**config.mk**
```make
export PLATFORM = sky130hd
export DESIGN_NAME = eic_top
export DESIGN_NICKNAME = d
export VERILOG_FILES = /design/src/hdl/eic_pkg.sv /design/src/hdl/eic_sync.sv /design/src/hdl/eic_chan.sv /design/src/hdl/eic_top.sv
export SDC_FILE = /design/constraint.sdc
export NUM_CORES = 1
export LEC_CHECK = 0
export BUFFER_PORTS_ARGS = -buffer_cell sky130_fd_sc_hd__buf_2
export CORE_MARGIN = 2
export CORE_UTILIZATION = 53
export DETAILED_ROUTE_END_ITERATION = 6
export PLACE_DENSITY = 0.84
export SYNTH_ARGS = -nofsm -noshare
export SYNTH_HDL_FRONTEND = slang
export SYNTH_HIERARCHICAL = 1
export SYNTH_SLANG_ARGS = --single-unit
```
**constraint.sdc**
```tcl
create_clock -name clk -period 4.5 [get_ports clk]
set_input_delay 0.45 -clock clk [delete_from_list [all_inputs] [get_ports clk]]
set_output_delay 0.45 -clock clk [all_outputs]
set_load 0.01 [all_outputs]
```
**src/hdl/eic_pkg.sv**
```systemverilog
// Overview of operation
// - set irq1 pending on selected edge/level
// - edge mode: vectoring or software clears irq1
// - level mode: irq1 pending follows active input
// - irq1 type bit: 0 level, 1 edge
// - irq1 active level from polarity bit
// - edge mode: vectoring or software clears irq0
// - level mode: irq0 pending follows active input
// - irq0 type bit: 0 level, 1 edge
// - irq0 active level from polarity bit
// - timer0 counts when run and (not gated or active)
package eic_pkg;

  ////////////////////////////////////////////////////////////////////////////////
  // register byte addresses
  localparam logic [7:0] EIC_CTRL_ADDR   = 8'h00;  // timer_irq_control_reg
  localparam logic [7:0] EIC_CFG_ADDR    = 8'h04;  // ext_irq_config_reg
  localparam logic [7:0] EIC_TMOD_ADDR   = 8'h08;  // gate select bits
  localparam logic [7:0] EIC_STAT_ADDR   = 8'h0C;  // sticky event status
  localparam logic [7:0] EIC_CLR_ADDR    = 8'h10;  // write-one-to-clear status
  localparam logic [7:0] EIC_EN_ADDR     = 8'h14;  // interrupt enable

  // control register field positions
  localparam int EIC_CTRL_TYPE0_BIT = 0;  // ext_irq0_type_select
  localparam int EIC_CTRL_PEND0_BIT = 1;  // ext_irq0_pending
  localparam int EIC_CTRL_TYPE1_BIT = 2;  // ext_irq1_type_select
  localparam int EIC_CTRL_PEND1_BIT = 3;  // ext_irq1_pending
  localparam int EIC_CTRL_RUN0_BIT  = 4;  // timer0_run
  // configuration register field positions
  localparam int EIC_CFG_POL0_BIT   = 3;  // ext_irq0_polarity
  localparam int EIC_CFG_POL1_BIT   = 7;  // ext_irq1_polarity
  // gate register field position
  localparam int EIC_TMOD_TIMER0_GATE_SELECT_BIT = 3;  // timer0_gate_select

  // reset values
  localparam logic [7:0] EIC_CTRL_RST = 8'h00;
  localparam logic [7:0] EIC_CFG_RST  = 8'h00;
  localparam logic [7:0] EIC_TMOD_RST = 8'h00;
  localparam logic [1:0] EIC_STAT_RST = 2'h0;

  // axi responses
  localparam logic [1:0] EIC_RESP_OKAY   = 2'h0;
  localparam logic [1:0] EIC_RESP_SLVERR = 2'h2;

  // one external interrupt channel: configuration in, pending out
  typedef struct packed {
    logic typeEdge;   // 1 edge, 0 level
    logic polHigh;    // 1 active high, 0 active low
    logic vectorAck;  // cpu vectors to this channel
    logic swClear;    // software writes pending to 0
    logic swSet;      // software writes pending to 1
  } eic_chan_ctl_type;

  // axi write side state
  typedef enum logic [1:0] {EIC_W_IDLE, EIC_W_RESP} eic_wstate_type;

endpackage : eic_pkg

```
**src/hdl/eic_sync.sv**
```systemverilog
`timescale 1ns/1ps
// three-stage input synchroniser with agreement filter
module eic_sync
  import eic_pkg::*;
(
  input  wire logic clk,
  input  wire logic sys_rst,
  input  wire logic pinIn,
  output logic      syncOut
);

  typedef struct packed {
    logic [2:0] stage;  // stage[0] is the metastable catcher
    logic       level;  // filtered level
  } eic_sync_state_type;

  eic_sync_state_type stReg;   // registered state
  eic_sync_state_type stNext;  // next state

  ////////////////////////////////////////////////////////////////////////////////
  // only stage[1] reads stage[0]; level moves when stages 1 and 2 agree
  always_comb begin
    stNext       = stReg;
    stNext.stage = {stReg.stage[1:0], pinIn};
    if (stReg.stage[1] == stReg.stage[2]) begin
      stNext.level = stReg.stage[2];
    end
  end

  // register; reset to the idle high level of an active-low pin so that the
  // default polarity sees no false active level or edge after reset
  always_ff @(posedge clk) begin
    if (sys_rst) begin
      stReg <= '1;
    end else begin
      stReg <= stNext;
    end
  end

  assign syncOut = stReg.level;

endmodule : eic_sync

```
**src/hdl/eic_chan.sv**
```systemverilog
`timescale 1ns/1ps
// one external interrupt channel: polarity, trigger type, pending flag
module eic_chan
  import eic_pkg::*;
(
  input  wire logic             clk,
  input  wire logic             sys_rst,
  input  wire logic             syncIn,
  input  wire eic_chan_ctl_type ctl,
  output logic                  active,
  output logic                  pending,
  output logic                  edgeEvent
);

  typedef struct packed {
    logic activeDly;  // previous active level
    logic pend;       // pending flag
  } eic_chan_state_type;

  eic_chan_state_type stReg;   // registered state
  eic_chan_state_type stNext;  // next state
  logic               rise;    // one-cycle active transition

  ////////////////////////////////////////////////////////////////////////////////
  // polarity applied to synchronised pin
  assign active = ctl.polHigh ? syncIn : ~syncIn;
  assign rise   = active & ~stReg.activeDly;

  // pending flag update
  always_comb begin
    stNext           = stReg;
    stNext.activeDly = active;
    if (ctl.typeEdge) begin
      // edge mode: clears from vectoring or software, edge wins
      if (ctl.vectorAck || ctl.swClear) begin
        stNext.pend = 1'b0;
      end
      if (ctl.swSet) begin
        stNext.pend = 1'b1;
      end
      if (rise) begin
        stNext.pend = 1'b1;
      end
    end else begin
      // level mode: flag tracks the active input
      stNext.pend = active;
    end
  end

  // register
  always_ff @(posedge clk) begin
    if (sys_rst) begin
      stReg <= '0;
    end else begin
      stReg <= stNext;
    end
  end

  assign pending   = stReg.pend;
  assign edgeEvent = ctl.typeEdge & rise;

endmodule : eic_chan

```
**src/hdl/eic_top.sv**
```systemverilog
`timescale 1ns/1ps
// external interrupt flag control with axi4-lite register access
module eic_top
  import eic_pkg::*;
(
  input  wire logic        clk,
  input  wire logic        sys_rst,
  // external pins
  input  wire logic        extIrq0Input,
  input  wire logic        extIrq1Input,
  // cpu vectoring acknowledges
  input  wire logic        vectorAck0,
  input  wire logic        vectorAck1,
  // core-facing outputs
  output logic             extIrq0Pending,
  output logic             extIrq1Pending,
  output logic             timer0CountEnable,
  output logic             irqOut,
  // axi4-lite slave
  input  wire logic [7:0]  s_axi_awaddr,
  input  wire logic        s_axi_awvalid,
  output logic             s_axi_awready,
  input  wire logic [31:0] s_axi_wdata,
  input  wire logic [3:0]  s_axi_wstrb,
  input  wire logic        s_axi_wvalid,
  output logic             s_axi_wready,
  output logic [1:0]       s_axi_bresp,
  output logic             s_axi_bvalid,
  input  wire logic        s_axi_bready,
  input  wire logic [7:0]  s_axi_araddr,
  input  wire logic        s_axi_arvalid,
  output logic             s_axi_arready,
  output logic [31:0]      s_axi_rdata,
  output logic [1:0]       s_axi_rresp,
  output logic             s_axi_rvalid,
  input  wire logic        s_axi_rready
);

  ////////////////////////////////////////////////////////////////////////////////
  // block state
  typedef struct packed {
    logic [7:0]     ctrl;      // control bits, pending bits unused here
    logic [7:0]     cfg;       // polarity configuration
    logic [7:0]     tmod;      // gate select
    logic [1:0]     stat;      // sticky events
    logic [1:0]     en;        // interrupt enables
    logic           awHeld;    // write address captured
    logic [7:0]     awAddr;    // captured write address
    logic           wHeld;     // write data captured
    logic [31:0]    wData;     // captured write data
    logic [3:0]     wStrb;     // captured strobes
    eic_wstate_type wState;    // write response state
    logic [1:0]     bResp;     // write response code
    logic           rValid;    // read data valid
    logic [31:0]    rData;     // read data
    logic [1:0]     rResp;     // read response code
  } eic_top_state_type;

  eic_top_state_type stReg;    // registered state
  eic_top_state_type stNext;   // next state

  logic             sync0;     // synchronised irq0 pin
  logic             sync1;     // synchronised irq1 pin
  logic             active0;   // irq0 at its active level
  logic             active1;   // irq1 at its active level
  logic             pend0;     // irq0 pending flag
  logic             pend1;     // irq1 pending flag
  logic             edge0;     // irq0 edge event
  logic             edge1;     // irq1 edge event
  eic_chan_ctl_type ctl0;      // irq0 channel controls
  eic_chan_ctl_type ctl1;      // irq1 channel controls
  logic             doWrite;   // write commits this cycle
  logic             ctrlWr;    // control register written with byte 0
  logic [7:0]       wByte0;    // low byte of committed write

  ////////////////////////////////////////////////////////////////////////////////
  // decode: address maps to a register
  function automatic logic addrMapped(input logic [7:0] a);
    addrMapped = (a == EIC_CTRL_ADDR) || (a == EIC_CFG_ADDR) ||
                 (a == EIC_TMOD_ADDR) || (a == EIC_STAT_ADDR) ||
                 (a == EIC_CLR_ADDR) || (a == EIC_EN_ADDR);
  endfunction : addrMapped

  ////////////////////////////////////////////////////////////////////////////////
  // input synchronisers
  eic_sync u_sync0 (
    .clk     (clk),
    .sys_rst (sys_rst),
    .pinIn   (extIrq0Input),
    .syncOut (sync0)
  );

  eic_sync u_sync1 (
    .clk     (clk),
    .sys_rst (sys_rst),
    .pinIn   (extIrq1Input),
    .syncOut (sync1)
  );

  ////////////////////////////////////////////////////////////////////////////////
  // write commit decode shared by channels and registers
  assign doWrite = stReg.awHeld && stReg.wHeld && (stReg.wState == EIC_W_IDLE);
  assign wByte0  = stReg.wData[7:0];
  assign ctrlWr  = doWrite && (stReg.awAddr == EIC_CTRL_ADDR) && stReg.wStrb[0];

  // channel controls from registers and software writes
  always_comb begin
    ctl0.typeEdge  = stReg.ctrl[EIC_CTRL_TYPE0_BIT];
    ctl0.polHigh   = stReg.cfg[EIC_CFG_POL0_BIT];
    ctl0.vectorAck = vectorAck0;
    ctl0.swClear   = ctrlWr && !wByte0[EIC_CTRL_PEND0_BIT];
    ctl0.swSet     = ctrlWr && wByte0[EIC_CTRL_PEND0_BIT];
    ctl1.typeEdge  = stReg.ctrl[EIC_CTRL_TYPE1_BIT];
    ctl1.polHigh   = stReg.cfg[EIC_CFG_POL1_BIT];
    ctl1.vectorAck = vectorAck1;
    ctl1.swClear   = ctrlWr && !wByte0[EIC_CTRL_PEND1_BIT];
    ctl1.swSet     = ctrlWr && wByte0[EIC_CTRL_PEND1_BIT];
  end

  ////////////////////////////////////////////////////////////////////////////////
  // interrupt channels
  eic_chan u_chan0 (
    .clk       (clk),
    .sys_rst   (sys_rst),
    .syncIn    (sync0),
    .ctl       (ctl0),
    .active    (active0),
    .pending   (pend0),
    .edgeEvent (edge0)
  );

  eic_chan u_chan1 (
    .clk       (clk),
    .sys_rst   (sys_rst),
    .syncIn    (sync1),
    .ctl       (ctl1),
    .active    (active1),
    .pending   (pend1),
    .edgeEvent (edge1)
  );

  ////////////////////////////////////////////////////////////////////////////////
  // register file and axi4-lite slave
  always_comb begin
    stNext = stReg;

    // write address and data accepted in either order
    if (s_axi_awvalid && !stReg.awHeld) begin
      stNext.awHeld = 1'b1;
      stNext.awAddr = s_axi_awaddr;
    end
    if (s_axi_wvalid && !stReg.wHeld) begin
      stNext.wHeld = 1'b1;
      stNext.wData = s_axi_wdata;
      stNext.wStrb = s_axi_wstrb;
    end

    // commit the write, then respond
    if (doWrite) begin
      stNext.awHeld = 1'b0;
      stNext.wHeld  = 1'b0;
      stNext.wState = EIC_W_RESP;
      stNext.bResp  = addrMapped(stReg.awAddr) ? EIC_RESP_OKAY : EIC_RESP_SLVERR;
      if (stReg.wStrb[0]) begin
        case (stReg.awAddr)
          EIC_CTRL_ADDR: begin
            // pending bits live in the channels
            stNext.ctrl = wByte0 & 8'h15;
          end
          EIC_CFG_ADDR: begin
            stNext.cfg = wByte0;
          end
          EIC_TMOD_ADDR: begin
            stNext.tmod = wByte0;
          end
          EIC_CLR_ADDR: begin
            stNext.stat = stReg.stat & ~wByte0[1:0];
          end
          EIC_EN_ADDR: begin
            stNext.en = wByte0[1:0];
          end
          default: begin
            // read-only or unmapped: no storage
          end
        endcase
      end
    end

    // response handshake
    case (stReg.wState)
      EIC_W_RESP: begin
        if (s_axi_bready) begin
          stNext.wState = EIC_W_IDLE;
        end
      end
      default: begin
        // idle: nothing pending
      end
    endcase

    // sticky events: set wins over clear
    if (edge0 || (active0 && !ctl0.typeEdge)) begin
      stNext.stat[0] = 1'b1;
    end
    if (edge1 || (active1 && !ctl1.typeEdge)) begin
      stNext.stat[1] = 1'b1;
    end

    // read channel
    if (stReg.rValid) begin
      if (s_axi_rready) begin
        stNext.rValid = 1'b0;
      end
    end else if (s_axi_arvalid) begin
      stNext.rValid = 1'b1;
      stNext.rResp  = addrMapped(s_axi_araddr) ? EIC_RESP_OKAY : EIC_RESP_SLVERR;
      stNext.rData  = 32'h0000_0000;
      case (s_axi_araddr)
        EIC_CTRL_ADDR: begin
          stNext.rData[7:0] = stReg.ctrl;
          stNext.rData[EIC_CTRL_PEND0_BIT] = pend0;
          stNext.rData[EIC_CTRL_PEND1_BIT] = pend1;
        end
        EIC_CFG_ADDR: begin
          stNext.rData[7:0] = stReg.cfg;
        end
        EIC_TMOD_ADDR: begin
          stNext.rData[7:0] = stReg.tmod;
        end
        EIC_STAT_ADDR: begin
          stNext.rData[1:0] = stReg.stat;
        end
        EIC_EN_ADDR: begin
          stNext.rData[1:0] = stReg.en;
        end
        default: begin
          // clear register and unmapped read as zero
        end
      endcase
    end
  end

  // state register
  always_ff @(posedge clk) begin
    if (sys_rst) begin
      stReg        <= '0;
      stReg.ctrl   <= EIC_CTRL_RST;
      stReg.cfg    <= EIC_CFG_RST;
      stReg.tmod   <= EIC_TMOD_RST;
      stReg.stat   <= EIC_STAT_RST;
      stReg.wState <= EIC_W_IDLE;
    end else begin
      stReg <= stNext;
    end
  end

  ////////////////////////////////////////////////////////////////////////////////
  // outputs
  assign s_axi_awready = !stReg.awHeld;
  assign s_axi_wready  = !stReg.wHeld;
  assign s_axi_bvalid  = (stReg.wState == EIC_W_RESP);
  assign s_axi_bresp   = stReg.bResp;
  assign s_axi_arready = !stReg.rValid;
  assign s_axi_rvalid  = stReg.rValid;
  assign s_axi_rdata   = stReg.rData;
  assign s_axi_rresp   = stReg.rResp;

  assign extIrq0Pending = pend0;
  assign extIrq1Pending = pend1;
  assign irqOut         = |(stReg.stat & stReg.en);

  // timer 0 enable: run and (ungated or irq0 active)
  assign timer0CountEnable = stReg.ctrl[EIC_CTRL_RUN0_BIT] &&
                             (!stReg.tmod[EIC_TMOD_TIMER0_GATE_SELECT_BIT] || active0);

endmodule : eic_top

```
==> flow_summary_export.csv <==
group,metric,value,unit
outcome,status,"finished clean",
floorplanning,die_w,79.68,um
clock_tree,postCtsHoldBufs,0,
synthesis,ys.flop_type,"dfxtp_1",
placement,numPlacedInstances,437,
cells_and_area,regArea,1341,um2
clock_tree,cts_tree,"done",
synthesis,ys_ff_latch,67,
routing,wl_per_cell,12.26,um
floorplanning,fp-row-count,27,
timing,fmax,522.2,MHz
grt,grt_max_degree,68,
routing,ant_nets,0,
cells_and_area,multi_input_area,1419,um2
synthesis,synth_edf_count,0,
clock_tree,clkTransAtPathRegs,0.07,ns
timing,worstMarginPinSlew,1.125,ns
cells_and_area,diodes,0,
clock_tree,cts_buffers,9,
timing,setup_tns,0,ns
cells_and_area,final_cell_mix,"67 x dfxtp_1, 54 x buf_2, 40 x nor2_1, 36 x mux2i_1, 29 x nand2_1",
cells_and_area,finalNonFillerCells,453,
setup_path,path_max_fanout,7,
floorplanning,ioPinCount,108,
timing,hold_violations,0,
setup_path,arrival,2.10,ns
synthesis,synth.top_cell.area_share,44.19,%
synthesis,avgSynthCellArea,9.034,um2
placement,hpwlAfterDp,4008,um
placement,place.gp.congestion,0.7824,
timing,slew_headroom,25.01,%
timing,slew_violations,0,
placement,io_buffers,54,
grt,grt_use_total,19.28,%
synthesis,synthArstFlopShare,0,%
timing,rsz0062_at_grt,"no",
clock_tree,clock_latency,0.34,ns
grt,grt_antenna_before_repair,0,
clock_tree,cts_root_buf,"clkbuf_8",
timing,finalHoldWorstSlack,0.2801,ns
power_and_ir_drop,leakage,1.549,nW
routing,wl,5555,um
power_and_ir_drop,vdd_drop_max,0.2021,mV
timing,fin_crit,1.915,ns
synthesis,syn-cell-area,3035,um2
worst_hold_path,hp-class,"in -> reg",
timing,period_share,42.56,%
cells_and_area,layout_commonest_cell,"dfxtp_1",
setup_path,rrSetupSlack,2.58,ns
cells_and_area,area_growth,9.728,%
clock_tree,cts.repair.resized,0,
setup_path,slowest_delay,0.48,ns
routing,drc,0,
floorplanning,dieArea,6349,um2
routing,viasPerCell,5.115,
clock_tree,cts_sinks,67,
setup_path,worst-r2r-cell-count,6,
worst_hold_path,hold_depth,2,
routing,drtIter0Drc,155,
grt,grt_pass1_wl,9570,um
setup_path,slowest_stage,"and4_1",
setup_path,critical_path_class,"reg -> reg",
synthesis,ys_types,41,
routing,vias,2317,
placement,placed_area,3162,um2
synthesis,yosysWarnings,6,
timing,setup_viol,0,
setup_path,startpoint_type,"flop",
synthesis,netlist_top_cells_area,"dfxtp_1 44%, mux2i_1 12%, buf_4 8.9%, nor2_1 4.9%, a21oi_1 3.6%",
floorplanning,die_y,79.68,um
setup_path,cp_cell_sequence,"nor4_4 -> and4_1 -> nor2b_1 -> nor3b_1 -> o21ai_0 -> a21oi_2",
clock_tree,h-tree-depth,3,
cells_and_area,fin_util,60.49,%
clock_tree,postCtsSetupRepairBufs,0,
floorplanning,fp.coreArea,5507,um2
grt,grt_overflow,0,
floorplanning,initial_core_util,55.12,%
grt,grt_pass1_vias,2243,
setup_path,cp.required,4.68,ns
setup_path,critPathCaptureType,"flop",
synthesis,yosysSeqAreaShare,44.19,%
clock_tree,clock_path_buffers,2,
cells_and_area,layout-drive-gt1-share,21.52,%
cells_and_area,nets,439,
synthesis,netlist_instances,336,
cells_and_area,fin_area,3331,um2
timing,fin_skew,0.006288,ns
flow_run,drv_cap,0,
power_and_ir_drop,powerDensity,342.4,nW/um2
synthesis,synth_top_cell_by_area,"dfxtp_1",
routing,first_pass_iters,5,
cells_and_area,fill_cells,477,
[final timing paths]
check,from,end
min,extIrq0Input,u_sync0/stNext[2]
min reg2reg,u_sync0/stNext[2],u_sync0/stNext[3]
max reg2reg,stReg[77],u_chan1/pending
max,stReg[77],u_chan1/pending
[cells in the mapped netlist, types with 2 or more instances]
master and number:
nand2_2 2, xor2_1 2, nand4_1 2, buf_2 4, nand4_2 2, or2_1 6
inv_1 9, nor2b_1 8, nand3_1 3, mux2i_1 36, nor4bb_1 3, nor2_1 40
a22o_1 7, clkbuf_1 10, o21ai_0 8, dfxtp_1 67, a211oi_1 4, nor3_1 4
nand2_1 29, nand3b_1 3, inv_2 2, and2_1 3, nor3b_1 5, buf_4 36
a21oi_2 2, o21ai_1 2, o21bai_1 2, a21oi_1 22
[state kept, by name, indices dropped and copies added (netlist names)]
name / cells
s_axi_rdata: 8
s_axi_bresp: 1
ctl1: 2
u_sync1/stNext: 2
u_sync1/stReg: 1
u_chan1/stReg: 1
u_chan0/stReg: 1
u_chan0/pending: 1
u_sync1/syncOut: 1
ctl0: 2
u_sync0/syncOut: 1
s_axi_rvalid: 1
u_chan1/pending: 1
u_sync0/stNext: 2
u_sync0/stReg: 1
stReg: 40
s_axi_rresp: 1
[report_power, final]
part	internal (W)	leakage [nW]	switching (W)
sequential	0.000609	0.545	0.0000145
combinational	0.0000364	0.927	0.0000581
clock	0.000196	0.0770	0.000227
[worst max-delay path, delay by kind of cell (launching register included)]
kind             cells  cell delay [ns]
flip-flops           1             0.33
AO/OA/AOI/OAI        2             0.26
AND/OR/NAND/NOR      4             1.16
[layer usage]
layer	track usage (%)	vias up	wire, um
li1	-	1163	-
met1	23.12	1070	2480
met2	32.18	70	2577
met3	4.186	14	349
met4	10.17	0	147
met5	0	-	0
[final cells by class]
class / count / share of cell area, %
clock inverter: 7 / 1.352
multi-input combinational: 233 / 42.60
sequential: 67 / 40.27
tap: 72 / 2.705
inverter: 11 / 1.240
timing repair buffer: 54 / 8.114
clock buffer: 9 / 3.719
[kinds of logic (layout without fill, tap and decap cells)]
| logic type | after synthesis | after routing | share of synthesized area, % |
|---|---|---|---|
| buffers and inverters | 61 | 81 | 12.16 |
| and+or+nand+nor | 120 | 120 | 21.19 |
| AOI/OAI and AO/OA | 49 | 49 | 9.893 |
| muxes | 36 | 36 | 11.87 |
| xor gates and xnor gates | 2 | 2 | 0.5772 |
| DFF | 67 | 67 | 44.19 |
| other | 1 | 26 | 0.1235 |
[metrics by stage]
stage                     total power, W  setup WS (ns)
final                           0.001140          2.585
after global routing            0.001190          2.432
after CTS                       0.001149          2.576
after detailed placement       0.0007307          2.588
after global placement         0.0007278          2.582
after floorplan                0.0007167          2.870
(Power assumes the default switching activity.)
